<file path="src/umcd_pkg.sv">
// Constants, codes and carrier types for the channel command decoder.
// Assumes a 20 MHz pclk and software access over APB with 32-bit data.
// Behaviour
// - Code 0001 returns the mode register pointer to the first mode register.
// - Code 0010 resets receiver: disabled, receive FIFO flushed.
// - Code 0011 resets the transmitter as a hardware reset would.
// - Code 0100 clears status bits 7 to 4 (break, framing, parity, overrun).
// - Code 0101 clears the break-change interrupt status bit.
// - Code 0110 starts break after transmitter drains, within two bit times.
// - Start break is ignored unless the transmitter is enabled.
// - Code 0111 ends break within two bit times, then one mark bit.
// - Code 1000 drives request-to-send low, 1001 drives it high.
// - In time-out mode each received character restarts the counter.
// - Entering time-out selects counter mode, blocks commands, stops, clears ready.
// - Code 1011 sets the mode register pointer to zero.
// - Code 1100 ends time-out mode without stopping counter or clearing flags.
// - Code 1110 stops the oscillator, keeping all register contents.
// - Only power-down exit executes while the oscillator is stopped.
// - Code 1111 restarts oscillator; host waits for start-up.
// - Power-down codes are decoded in channel A command register only.
// - One write may carry several commands only if they do not conflict.
// - Channel B decodes the same codes, with 0xE and 0xF unused.
package umcd_pkg;
   localparam logic [7:0] ADDR_CMD_A   = 8'h00;
   localparam logic [7:0] ADDR_CMD_B   = 8'h04;
   localparam logic [7:0] ADDR_STAT_A  = 8'h08;
   localparam logic [7:0] ADDR_STAT_B  = 8'h0C;
   localparam logic [7:0] ADDR_EVENT   = 8'h10;
   localparam logic [7:0] ADDR_TOP     = 8'h14;
   localparam logic [3:0] CMD_NONE     = 4'h0;
   localparam logic [3:0] CMD_MRP_ONE  = 4'h1;
   localparam logic [3:0] CMD_RX_RST   = 4'h2;
   localparam logic [3:0] CMD_TX_RST   = 4'h3;
   localparam logic [3:0] CMD_ERR_RST  = 4'h4;
   localparam logic [3:0] CMD_BRK_CLR  = 4'h5;
   localparam logic [3:0] CMD_BRK_ON   = 4'h6;
   localparam logic [3:0] CMD_BRK_OFF  = 4'h7;
   localparam logic [3:0] CMD_RTS_ON   = 4'h8;
   localparam logic [3:0] CMD_RTS_OFF  = 4'h9;
   localparam logic [3:0] CMD_TO_ON    = 4'hA;
   localparam logic [3:0] CMD_MRP_ZERO = 4'hB;
   localparam logic [3:0] CMD_TO_OFF   = 4'hC;
   localparam logic [3:0] CMD_PD_ON    = 4'hE;
   localparam logic [3:0] CMD_PD_OFF   = 4'hF;
   localparam logic [1:0] MRP_FIRST    = 2'h1;
   localparam logic [1:0] MRP_ZERO     = 2'h0;
   localparam int         ERR_LO       = 4;
   localparam int         ERR_HI       = 7;
   localparam int         BIT_CYC_W    = 16;
   // Bit time in pclk cycles; the real one comes from the baud generator
   localparam logic [15:0] BIT_CYC_DEF = 16'h0010;
   localparam logic [15:0] TWO_BITS    = 16'h0002;

   typedef enum logic [1:0] {
      BRK_IDLE = 2'b00,
      BRK_WAIT = 2'b01,
      BRK_ON   = 2'b10,
      BRK_MARK = 2'b11
   } umcd_brk_type;

   typedef struct packed {
      logic [1:0]   mrp;        // mode_register_pointer
      logic         rts_n;      // send_request_out_n
      logic         brk_out;    // 1 while the line is forced spacing
      umcd_brk_type brk;
      logic [15:0]  brk_cnt;
      logic [7:4]   err;        // status bits 7..4
      logic         brk_chg;    // break-change interrupt bit
      logic         to_mode;
      logic         rx_rst;     // one-cycle pulses to the datapath
      logic         tx_rst;
      logic         ct_restart;
   } umcd_chan_type;
endpackage

</file>
<file path="src/umcd_top.sv">
// Miscellaneous command decoder for both channels, with an APB slave.
// Assumes the datapath reports transmitter state, break and error events
// as pclk-synchronous levels and pulses.
`timescale 1ns/1ps
module umcd_top
   import umcd_pkg::*;
(
   input  wire logic        pclk,          // 20 MHz clock
   input  wire logic        presetn,       // async reset, low
   input  wire logic        psel,          // APB select
   input  wire logic        penable,       // APB access phase
   input  wire logic        pwrite,        // APB write
   input  wire logic [7:0]  paddr,         // APB byte address
   input  wire logic [31:0] pwdata,        // APB write data
   output logic      [31:0] prdata,        // APB read data
   output logic             pready,        // APB ready
   output logic             pslverr,       // APB error, unmapped address
   input  wire logic [1:0]  tx_enabled,    // transmitter enabled per chan
   input  wire logic [1:0]  tx_busy,       // char in shifter or FIFO
   input  wire logic [1:0]  rx_to_fifo,    // char moved into rx FIFO
   input  wire logic [7:0]  err_set,       // {B[7:4],A[7:4]} error events
   input  wire logic [1:0]  brk_chg_set,   // break change events
   output logic      [1:0]  serial_out_brk,// 1 forces serial out spacing
   output logic      [1:0]  tx_hold_mark,  // mark bit before next char
   output logic      [1:0]  send_request_out_n, // request-to-send, low
   output logic      [1:0]  rx_reset,      // receiver reset pulse
   output logic      [1:0]  tx_reset,      // transmitter reset pulse
   output logic      [1:0]  ct_restart,    // counter restart pulse
   output logic      [1:0]  timeout_mode,  // counter under time-out control
   output logic             osc_stop       // oscillator stopped
);
   typedef struct packed {
      umcd_chan_type [1:0] ch;
      logic                osc_stop;
      logic [31:0]         prdata;
      logic                pready;
      logic                pslverr;
      logic [1:0]          hold_mark;  // registered copy of the mark phase
   } umcd_state_type;

   umcd_state_type s_q, s_d;

   function automatic logic [31:0] rd_stat(input umcd_chan_type c);
      rd_stat = {24'h000000, c.err, c.brk_chg, c.to_mode, c.mrp};
   endfunction

   logic acc;
   logic wr;
   logic [1:0] cmd_hit;
   logic [3:0] code;
   assign acc  = psel && !penable;
   assign wr   = acc && pwrite;
   // Lower nibble belongs to the enable/disable logic elsewhere
   assign code = pwdata[7:4];
   assign cmd_hit = {wr && paddr == ADDR_CMD_B, wr && paddr == ADDR_CMD_A};

   always_comb begin
      s_d = s_q;
      s_d.pready  = acc;
      s_d.pslverr = acc && paddr >= ADDR_TOP;
      s_d.prdata  = 32'h00000000;
      if (acc && !pwrite) begin
         case (paddr)
            ADDR_STAT_A: s_d.prdata = rd_stat(s_q.ch[0]);
            ADDR_STAT_B: s_d.prdata = rd_stat(s_q.ch[1]);
            ADDR_EVENT: s_d.prdata = {31'h00000000, s_q.osc_stop};
            default: s_d.prdata = 32'h00000000;
         endcase
      end
      // Power-down exit is decoded even with the oscillator stopped
      if (cmd_hit[0] && code == CMD_PD_OFF) begin
         s_d.osc_stop = 1'b0;
      end
      for (int i = 0; i < 2; i++) begin
         s_d.ch[i].rx_rst     = 1'b0;
         s_d.ch[i].tx_rst     = 1'b0;
         s_d.ch[i].ct_restart = 1'b0;
         // Break sequencer first; commands below may override its step
         case (s_q.ch[i].brk)
            BRK_IDLE: s_d.ch[i].brk_cnt = 16'h0000;
            BRK_WAIT: begin
               if (!tx_busy[i]) begin
                  s_d.ch[i].brk_cnt = s_q.ch[i].brk_cnt + 16'h0001;
                  if (s_q.ch[i].brk_cnt >= BIT_CYC_DEF) begin
                     s_d.ch[i].brk     = BRK_ON;
                     s_d.ch[i].brk_out = 1'b1;
                     s_d.ch[i].brk_cnt = 16'h0000;
                  end
               end
            end
            BRK_ON: s_d.ch[i].brk_cnt = 16'h0000;
            BRK_MARK: begin
               s_d.ch[i].brk_cnt = s_q.ch[i].brk_cnt + 16'h0001;
               if (s_q.ch[i].brk_cnt >= BIT_CYC_DEF) begin
                  s_d.ch[i].brk = BRK_IDLE;
               end
            end
            default: s_d.ch[i].brk = BRK_IDLE;
         endcase
         if (cmd_hit[i] && !s_q.osc_stop) begin
            case (code)
               CMD_MRP_ONE: s_d.ch[i].mrp = MRP_FIRST;
               CMD_RX_RST: begin
                  s_d.ch[i].rx_rst = 1'b1;
                  s_d.ch[i].err    = 4'h0;
               end
               CMD_TX_RST: begin
                  s_d.ch[i].tx_rst  = 1'b1;
                  s_d.ch[i].brk     = BRK_IDLE;
                  s_d.ch[i].brk_out = 1'b0;
               end
               CMD_ERR_RST: s_d.ch[i].err = 4'h0;
               CMD_BRK_CLR: s_d.ch[i].brk_chg = 1'b0;
               CMD_BRK_ON: begin
                  if (tx_enabled[i] && s_q.ch[i].brk == BRK_IDLE) begin
                     s_d.ch[i].brk     = BRK_WAIT;
                     s_d.ch[i].brk_cnt = 16'h0000;
                  end
               end
               CMD_BRK_OFF: begin
                  if (s_q.ch[i].brk != BRK_IDLE) begin
                     s_d.ch[i].brk     = BRK_MARK;
                     s_d.ch[i].brk_out = 1'b0;
                     s_d.ch[i].brk_cnt = 16'h0000;
                  end
               end
               CMD_RTS_ON: s_d.ch[i].rts_n = 1'b0;
               CMD_RTS_OFF: s_d.ch[i].rts_n = 1'b1;
               CMD_TO_ON: s_d.ch[i].to_mode = 1'b1;
               CMD_MRP_ZERO: s_d.ch[i].mrp = MRP_ZERO;
               CMD_TO_OFF: s_d.ch[i].to_mode = 1'b0;
               CMD_PD_ON: begin
                  if (i == 0) begin
                     s_d.osc_stop = 1'b1;
                  end
               end
               default: ;
            endcase
         end
         // Event sets come last so they win over a same-cycle clear
         s_d.ch[i].err = s_d.ch[i].err | err_set[i*4 +: 4];
         if (brk_chg_set[i]) begin
            s_d.ch[i].brk_chg = 1'b1;
         end
         if (s_q.ch[i].to_mode && rx_to_fifo[i] && !s_q.osc_stop) begin
            s_d.ch[i].ct_restart = 1'b1;
         end
         // Kept as its own flop so the output needs no decode after it
         s_d.hold_mark[i] = s_d.ch[i].brk == BRK_MARK;
      end
   end

   always_ff @(posedge pclk or negedge presetn) begin
      if (!presetn) begin
         s_q <= '0;
         s_q.ch[0].rts_n <= 1'b1;
         s_q.ch[1].rts_n <= 1'b1;
      end else begin
         s_q <= s_d;
      end
   end

   // Per-channel outputs (break, mark, request-to-send, pulses, time-out), derived from registered state
   generate
      for (genvar g = 0; g < 2; g++) begin : g_out
         assign serial_out_brk[g]     = s_q.ch[g].brk_out;
         assign tx_hold_mark[g]       = s_q.hold_mark[g];
         assign send_request_out_n[g] = s_q.ch[g].rts_n;
         assign rx_reset[g]           = s_q.ch[g].rx_rst;
         assign tx_reset[g]           = s_q.ch[g].tx_rst;
         assign ct_restart[g]         = s_q.ch[g].ct_restart;
         // Counter-mode select, block, stop and ready clear follow this
         assign timeout_mode[g]       = s_q.ch[g].to_mode;
      end
   endgenerate

   assign osc_stop = s_q.osc_stop;
   assign prdata   = s_q.prdata;
   assign pready   = s_q.pready;
   assign pslverr  = s_q.pslverr;
endmodule // umcd_top

</file>
<file path="config.mk">
export PLATFORM = sky130hd
export DESIGN_NAME = umcd_top
export DESIGN_NICKNAME = d
export VERILOG_FILES = /design/src/umcd_pkg.sv /design/src/umcd_top.sv
export SDC_FILE = /design/constraint.sdc
export NUM_CORES = 1
export LEC_CHECK = 0
export ABC_AREA = 1
export BUFFER_PORTS_ARGS = -buffer_cell sky130_fd_sc_hd__buf_4
export CORE_MARGIN = 2
export CORE_UTILIZATION = 40
export DETAILED_ROUTE_END_ITERATION = 10
export GPL_TIMING_DRIVEN = 0
export HOLD_SLACK_MARGIN = 0.15
export PLACE_DENSITY = 0.6
export SLEW_MARGIN = 10
export SYNTH_ARGS = -nofsm -noshare
export SYNTH_HDL_FRONTEND = slang
export SYNTH_SLANG_ARGS = --single-unit
</file>
<file path="constraint.sdc">
create_clock -name pclk -period 1.77 [get_ports pclk]
set_clock_uncertainty 0.2 [all_clocks]
set_input_delay 0.0885 -clock pclk [delete_from_list [all_inputs] [get_ports pclk]]
set_output_delay 0.0885 -clock pclk [all_outputs]
set_load 0.005 [all_outputs]
</file>
==> results of run 1 <==
[cell usage in the layout, fill, tap and decap left out, types with 3 or more instances in the layout]
master         count
nand3_2            5
inv_2             19
nor2_1            53
nand2_1          120
a31oi_1            4
nor2_4            22
a21oi_1           28
nor3_4             3
dfrtp_2            9
clkbuf_16          9
o21bai_1          11
o211ai_1           3
o21ai_1            7
a21oi_2            4
o21ai_0           14
nand3_1           38
dfrtp_1           61
buf_4            135
dlygate4sd3_1     36
clkinv_4           3
xor2_1            10
nand2_4            3
conb_1            25
a22oi_1            4
o22ai_1            9
inv_1             80
nor3_2             4
nor2_2             7
nand4_1            9
nor3_1            15
nand2_2           17
inv_4              4
[cells by family after synthesis]
family	count (synthesis)	synth area share (%)
AO/OA/AOI/OAI	87	10.9
XOR/XNOR	12	2.25
adder cells (fa/ha/maj)	4	1.07
buffers and inverters	155	16.2
flip-flops	72	38.6
multiplexers	1	0.214
other	1	0.0803
AND/OR/NAND/NOR	302	30.6
[sequential cells by signal, indices dropped and copies added, names as in the netlist]
register / count
pready: 1
serial_out_brk: 2
tx_hold_mark: 2
prdata: 7
s_q: 48
rx_reset: 2
pslverr: 1
send_request_out_n: 2
osc_stop: 1
timeout_mode: 2
ct_restart: 2
tx_reset: 2
[power breakdown]
part           leakage, nW  internal [mW]  switching, mW
sequential           0.901           1.78          0.192
combinational         2.27          0.528          0.798
clock                0.157           1.25          0.767
[routing by layer]
layer  vias to the layer above  global-route usage (%)  part of all wire [%]
li1                       2265                       -                     -
met1                      2103                    24.6                    46
met4                         0                    8.05                   2.7
met5                         -                       0                     0
met2                       144                    32.4                    47
met3                        23                    2.48                   4.4
[worst max-delay path, stage by stage]
cell and delay, ns:
dlygate4sd3_1 0.53, buf_4 0.16, nand2_1 0.10, nor2_1 0.05
dlygate4sd3_1 0.57, nand2_1 0.10, mux2i_1 0.18, inv_1 0.05
[worst min-delay path by stage]
stage / startpoint / endpoint / slack [ns] / cells after the start
final: pwdata[6] / rx_reset[1] / -0.03 / 4
after floorplan: presetn / ct_restart[0] / -0.41 / 0
after global placement: brk_chg_set[1] / s_q[72] / 0.08 / 3
after global routing: pwdata[6] / rx_reset[1] / 0.0001 / 4
after detailed placement: brk_chg_set[0] / s_q[41] / 0.08 / 3
after CTS: pwdata[6] / rx_reset[0] / -0.06 / 4
[area by class of cell]
class,count,share of cell area [%]
plain buffers,48,5.53
clock buffers,9,3.46
clock inverters,7,1.58
inverters,105,6.28
multi-input cells,431,36.7
flip-flops and latches,72,27.9
well taps,143,2.75
repair buffers,125,15.8
[through the flow]
step / area [sq um] / TNS, ns / std cells / hold slack (ns)
floorplan: 4760 / 0 / 658 / -0.407
global placement: 5350 / -0.813 / 856 / 0.0761
detailed placement: 5350 / -0.966 / 856 / 0.0803
CTS: 6080 / 0 / 911 / -0.0563
global route: 6510 / -0.437 / 940 / 0.000143
finish: 6510 / 0 / 940 / -0.0257
[repair_timing]
item	4_1_cts	5_1_grt
buffers inserted	3	31
setup endpoints to repair	16	51
pin swaps	1	26
resized for setup	6	67
hold endpoints to repair	124	6
==> impl_metrics.ini, run 1 <==
[yosys]
yosys_warnings = 0
netlist_area_sq_mm = 0.00467
yosysSeqAreaShare_pct = 38.6
yosysMostFrequentCell = nand2_1
yosysUniqueCellTypes = 43
async_flop_share_pct = 100
ys_seq_elements = 72
synthTopCellsByArea = dfrtp_1 37%, nand2_1 10%, buf_4 7.4%, inv_1 6.8%, nor2_1 5.0%
synth_edf_count = 0
ys.flop_type = dfrtp_1
synth_top_area_share_pct = 37.5
synthTopCellsByCount = 129 x nand2_1, 85 x inv_1, 70 x dfrtp_1
synth_top_area_cell = dfrtp_1
syn_inst = 634
avgSynthCellArea_sq_um = 7.37

[routing]
detail_route.iter0.violations = 217
wl_per_cell_microns = 13.0
drc_errors = 0
ant_nets = 0
avgViaCountPerCell = 4.82
dr.pass1.iters = 5
wl_microns = 12200
via_count = 4535

[cells_and_area]
area_growth_pct = 39.4
final_util_pct = 57.0
n_antenna_cell = 0
nFillCells = 1070
multi_input_area_sq_mm = 0.00239
regArea_sq_mm = 0.00182
layout-drive-gt1-share_pct = 32.5
layout.nets = 857

[run]
drv_cap = 0

[sta]
holdWs_ns = -0.0257
slew_headroom_pct = 36.5
slew_violations = 0
max_freq_mhz = 570
fin_crit_sh_pct = 99.1
period_minus_slack_ns = 1.75
setup_violations = 0
final-hold-violation-count = 2
tightestPinTransition_ns = 0.952
rsz0062_at_grt = yes
layout_setup_ws_ns = 0.0151

[power_and_ir_drop]
p_leak_nw = 3.32
peakVddDrop_v = 0.000566
total_power_mw = 5.32
p_per_area_mw_per_mm2 = 817

[critical_path]
r2r_cells = 8
r2r_end = s_q[80]
cp.required_ns = 1.84
critPathKind = input port to flip-flop
cp_max_fo = 4
rr_startpoint = s_q[84]
startpoint_type = input port
critPathCapture = send_request_out_n[1]
arrival_ns = 1.83
crit_path_end_kind = flip-flop
crit_start = pwdata[7]
r2r_setup_slack_ns = 0.05

[run_status]
failed_checks = negative hold slack
status = complete, but fails checks

[clocking]
cts_tree = built
root_buffer = clkbuf_16
clock_latency_ns = 0.34
cts_sinks = 72
numCtsBuffers = 9
path_clk_slew_ns = 0.06
h-tree-depth = 3
hold_buffers = 36
clockBufferDepth = 2

[die]
io_pins = 110
dieHeight_microns = 112
die_w_microns = 112
core_area_sq_mm = 0.0114
die_area_sq_mm = 0.0126
rows = 39
initial_core_util_pct = 40.9

[global_route]
grt_pass1_wl_microns = 19500
grt_max_degree = 73
grt_use_total_pct = 19.1
grt_pass1_vias = 4272
grt.overflow.total = 0
antenna_found_initial = 0

[placed_design]
dp_worst_setup_slack_ns = -0.163
routabilityCongestion = 0.903
numPortBuffers = 55
place_hpwl_microns = 8340

[min_path]
hold_class = input port to flip-flop
No activity file was read; power rests on OpenSTA's default activity.
==> inputs of run 2 (changes only) <==
ABC_AREA = not set   (was 1)
PLACE_DENSITY = 0.61   (was 0.6)
SLEW_MARGIN = 20   (was 10)
==> impl_metrics.ini, run 2 <==
[clocking]
clock_latency_ns = 0.35
numCtsBuffers = 9
cts_tree = built
clockBufferDepth = 2
cts_sinks = 72
root_buffer = clkbuf_8
path_clk_slew_ns = 0.08
h-tree-depth = 3

[global_route]
grt_use_total_pct = 19.9
antenna_found_initial = 0
grt_max_degree = 73
grt_pass1_vias = 3955
grt_pass1_wl_microns = 18600
grt.overflow.total = 0

[critical_path]
r2r_setup_slack_ns = -0.29
critical-path-top-delay-family = simple AND/OR/NAND/NOR gates
critPathKind = flip-flop to flip-flop
cp_max_fo = 4
arrival_ns = 2.13
startpoint_type = flip-flop
cp.required_ns = 1.85
critical_path.slowest_cell = dfrtp_1
critPathBufInv = 1
max_stage_delay_ns = 0.44
path_cells = nor4_4, a41oi_4, buf_6, or3_1, a31oi_1
crit_path_end_kind = flip-flop

[routing]
via_count = 4148
ant_nets = 0
avgViaCountPerCell = 5.28
wl_per_cell_microns = 15.5
wl_microns = 12200
dr.pass1.iters = 5
drc_errors = 0
detail_route.iter0.violations = 216

[sta]
tightestPinTransition_ns = 0.928
max_freq_mhz = 486
final-hold-violation-count = 0
layout_setup_ws_ns = -0.288
rsz0062_at_grt = yes
slew_headroom_pct = 37.5
period_minus_slack_ns = 2.06
fin_crit_sh_pct = 116
slew_violations = 0
setup_violations = 43

[yosys]
yosysSeqAreaShare_pct = 41.6
ys.flop_type = dfrtp_1
ys_seq_elements = 72
syn_inst = 472
yosys_warnings = 0
synth_top_area_share_pct = 40.4
async_flop_share_pct = 100
synth_top_area_cell = dfrtp_1
synthTopCellsByArea = dfrtp_1 40%, buf_4 8.0%, nand2_1 4.1%, nor2_1 3.7%, a21oi_1 2.9%
synthTopCellsByCount = 70 x dfrtp_1, 47 x nand2_1, 46 x buf_4
yosysMostFrequentCell = dfrtp_1
avgSynthCellArea_sq_um = 9.19
yosysUniqueCellTypes = 61
netlist_area_sq_mm = 0.00434
synth_edf_count = 0

[cells_and_area]
n_antenna_cell = 0
top_register = s_q
final_cell_mix = 142 x buf_4, 54 x dfrtp_1, 38 x nand2_1, 38 x nor2_1, 34 x dlygate4sd3_1
final_cell_count_no_fill = 786
layout.nets = 706
regArea_sq_mm = 0.00182
nFillCells = 881
largest_reg_flops = 48
area_growth_pct = 50.2
multi_input_area_sq_mm = 0.00261
layout_commonest_cell = buf_4
layout-drive-gt1-share_pct = 44.3

[run]
drv_cap = 0

[power_and_ir_drop]
peakVddDrop_v = 0.000778
total_power_mw = 6.14
p_leak_nw = 2.95
p_per_area_mw_per_mm2 = 942

[die]
io_pins = 110
initial_core_util_pct = 40.5
die_area_sq_mm = 0.0117
dieHeight_microns = 108
core_area_sq_mm = 0.0107
die_w_microns = 108
rows = 38

[placed_design]
place_hpwl_microns = 7040
routabilityCongestion = 0.812
numPortBuffers = 53
dp_worst_setup_slack_ns = -0.521
dp_cells = 689

[min_path]
hold_class = input port to flip-flop

[run_status]
status = complete, but fails checks
failed_checks = negative setup slack
## run 2: cell count changes in the layout (fill, tap and decap cells not counted), sizes merged, moves of 8 or more
cell / before / now
a311oi: 0 / 9
nand3: 43 / 18
nor4: 0 / 13
nand2: 140 / 47
xor2: 11 / 2
o21bai: 11 / 1
buf: 136 / 156
a31oi: 4 / 12
nor2: 82 / 43
a21o: 0 / 11
inv: 105 / 11
o22ai: 9 / 1
## run 2: where the power goes
group          leakage [nW]  internal (mW)  switching (mW)
combinational          1.96           1.13            1.23
clock                 0.127           1.02           0.642
sequential            0.860           1.84           0.269
total                  2.95           4.00            2.14
## run 2: kinds of logic after synthesis
group / after synthesis / share of synthesized area [%]
other: 1 / 0.0865
adder cells (fa/ha/maj): 4 / 1.15
XOR/XNOR: 4 / 0.808
flip-flops: 72 / 41.6
multiplexers: 14 / 3.43
AO/OA/AOI/OAI: 105 / 16.1
buffers and inverters: 75 / 10.9
AND/OR/NAND/NOR: 197 / 25.9
## run 2: tightest hold or removal path, stage by stage
cell and delay [ns]:
buf_4 0.09, nor3_4 0.04, nand4_1 0.09, buf_6 0.14
a211oi_4 0.04, nor2_2 0.11, a31oi_1 0.06
## run 2: per-stage QoR
stage	hold WS (ns)	utilization, %	TNS, ns	area, sq um
floorplan	-0.407	-	-2.18	4500
finish	0.155	60.9	-4.65	6510
CTS	-0.139	57.3	-5.52	6130
global placement	0.0722	47.5	-13.33	5080
global route	0.169	60.9	-7.87	6510
detailed placement	0.0748	47.5	-14.16	5080
## run 2: layout make-up
class                   count  area share (%)
plain buffers              60            6.78
clock buffers              12            2.38
clock inverters             4            1.52
inverters                  10           0.692
multi-input cells         350            40.1
flip-flops and latches     72            28.0
well taps                 140            2.69
repair buffers            138            17.8
## run 2: timing repair
action                                  in CTS  in global routing
endpoints found under the hold margin      120                  5
resized for setup                           52                 78
hold buffers                                34                  5
pin swaps                                   24                 31
buffers inserted                            34                 14
endpoints found under the setup margin      54                 65
gates cloned                                 2                  0
## run 2: layer usage
metal	routed length (microns)	GRT usage [%]
met1	5310	25.2
met2	6130	34.4
met3	564	4.16
met4	195	5.86
met5	0	0
## run 2: worst paths after layout
check | startpoint | to | cells after the start
worst max-delay path | s_q[61] | s_q[53] | 5
worst min-delay path | paddr[6] | s_q[93] | 7
worst max register to register | s_q[61] | s_q[53] | 5
worst min register to register | s_q[43] | s_q[43] | 1
max in group asynchronous | presetn | s_q[50] | 2
min in group asynchronous | presetn | ct_restart[0] | 2
==> inputs of run 3 (changes only) <==
--- a/config.mk
+++ b/config.mk
@@ -10,7 +10,7 @@
 export CORE_UTILIZATION = 40
 export DETAILED_ROUTE_END_ITERATION = 10
-export GPL_TIMING_DRIVEN = 0
 export HOLD_SLACK_MARGIN = 0.15
 export PLACE_DENSITY = 0.61
+export SETUP_SLACK_MARGIN = 0.5
 export SLEW_MARGIN = 20
 export SYNTH_ARGS = -nofsm -noshare
==> constraint.sdc (replaced) <==
create_clock -name pclk -period 1.77 [get_ports pclk]
set_clock_uncertainty 0.2 [all_clocks]
set_input_delay 0.354 -clock pclk [delete_from_list [all_inputs] [get_ports pclk]]
set_output_delay 0.354 -clock pclk [all_outputs]
set_load 0.005 [all_outputs]
==> impl_metrics.ini, run 3 (synthesized netlist as in run 2, its figures left out) <==
[critical_path]
cp.required_ns = 1.86
critPathKind = flip-flop to flip-flop
rr_startpoint = s_q[53]
arrival_ns = 2.09
cp_max_fo = 6
startpoint_type = flip-flop
crit_path_end_kind = flip-flop
crit_start = s_q[53]

[sta]
max_freq_mhz = 498
setup_violations = 39
fin_crit_sh_pct = 113
layout_setup_ws_ns = -0.237
setup_tns_ns = -5.11
final-hold-violation-count = 0
tightestPinTransition_ns = 0.712
rsz0062_at_grt = yes
slew_headroom_pct = 52.0
slew_violations = 0
period_minus_slack_ns = 2.01

[global_route]
antenna_found_initial = 0
grt_util_met1_pct = 26.7
grt.overflow.total = 0
grt_busiest_layer = met2
grt_util_met3_pct = 3.98
grt_use_total_pct = 21.1
grt_max_degree = 73
grt_pass1_wl_microns = 19600
use_met2_pct = 36.2
grt_pass1_vias = 4149

[cells_and_area]
postLayoutCellArea_sq_mm = 0.00675
top_register = s_q
n_antenna_cell = 0
layout-drive-gt1-share_pct = 49.2
layout_commonest_cell = buf_4
layout.nets = 710
area_growth_pct = 55.7
largest_reg_flops = 48
final_util_pct = 63.1
final_cell_mix = 135 x buf_4, 61 x dfrtp_1, 50 x buf_6
nFillCells = 834

[power_and_ir_drop]
peakVddDrop_v = 0.000790
p_per_area_mw_per_mm2 = 943
combPwrFrac_pct = 45.6
p_leak_nw = 3.01
internal-power_mw = 4.12
seqPwrFrac_pct = 31.6
total_power_mw = 6.36
pwr-share-clk_pct = 22.8
switching_share_pct = 35.3
switchingPower_mw = 2.24

[clocking]
root_buffer = clkbuf_8
numCtsBuffers = 9
h-tree-depth = 3
cts_tree = built
clockBufferDepth = 2
path_clk_slew_ns = 0.08
cts_sinks = 72
clock_latency_ns = 0.36
hold_buffers = 15

[routing]
avgViaCountPerCell = 5.32
wl_per_cell_microns = 15.6
wl_microns = 12300
detail_route.iter0.violations = 204
drc_errors = 0
ant_nets = 0
dr.pass1.iters = 4
via_count = 4203

[min_path]
hold_class = input port to flip-flop
worstHoldStart = paddr[0]

[die]
die_w_microns = 108
dieHeight_microns = 108
io_pins = 110
initial_core_util_pct = 40.5
die_area_sq_mm = 0.0117
rows = 38
core_area_sq_mm = 0.0107

[run]
drv_cap = 0

[placed_design]
placed_cell_area_sq_mm = 0.00555
routabilityCongestion = 0.831
numPortBuffers = 56
place_hpwl_microns = 8040
dp_worst_setup_slack_ns = -0.258

[run_status]
failed_checks = negative setup slack
status = complete, but fails checks
## run 3: cell count changes in the layout (fill, tap and decap cells not counted), sizes merged
cell	previous run	this run
a41oi	4	3
buf	156	187
bufinv	3	2
clkbuf	17	13
clkinv	0	1
dlygate4sd3	34	15
dlymetal6s4s	3	0
inv	11	10
nand2	47	48
## run 3: timing repair
action | in CTS | in global routing
gates cloned | 1 | 0
gates resized for setup | 99 | 58
endpoints found under the hold margin | 86 | 1
setup endpoints to repair | 86 | 93
pin swaps | 36 | 27
buffers inserted | 16 | 8
## run 3: routing by layer
layer  vias to the layer above  share of wire [%]
met1                      2090                 42
met5                         -                  0
met4                         0                1.6
li1                       1986                  -
met2                       105                 52
met3                        22                3.8
## run 3: path summary, 6_finish.rpt
path,end,slack [ns],depth (start not counted)
max,s_q[57],-0.24,7
min,prdata[0],0.14,4
min reg2reg,s_q[72],0.28,1
max reg2reg,s_q[57],-0.24,7
min in group asynchronous,ct_restart[1],0.37,3
max in group asynchronous,send_request_out_n[0],0.66,3
## run 3: through the flow
stage / cells / hold WS (ns)
detailed placement: 734 / 0.206
CTS: 782 / 0.120
global route: 790 / 0.136
finish: 790 / 0.136
floorplan: 496 / -0.142
global placement: 734 / 0.199
## run 3: cell type report
cell class / instances / area [sq um] / share of cell area, %
timing repair buffer: 202 / 1770 / 26.2
clock buffer: 13 / 149 / 2.21
multi-input combinational: 350 / 2740 / 40.6
inverter: 10 / 37.5 / 0.556
sequential: 72 / 1820 / 26.9
tap: 140 / 175 / 2.59
clock inverter: 3 / 65.1 / 0.964
## run 3: power by group through the flow
stage               Clock (mW)  Combinational (mW)  Sequential, mW
finish                    1.45                2.90            2.01
global route              1.54                3.14            2.04
CTS                       1.48                2.55            2.00
detailed placement           0                2.17            2.02
global placement             0                2.10            2.02
floorplan                    0                1.28            2.02
## run 3: critical path, cell delays in order (launching register included)
cell and delay [ns]:
dfrtp_2 0.44, nor4_4 0.37, a41oi_4 0.22, buf_4 0.19
buf_4 0.12, nor3b_1 0.22, a21oi_1 0.06, nor2_1 0.12
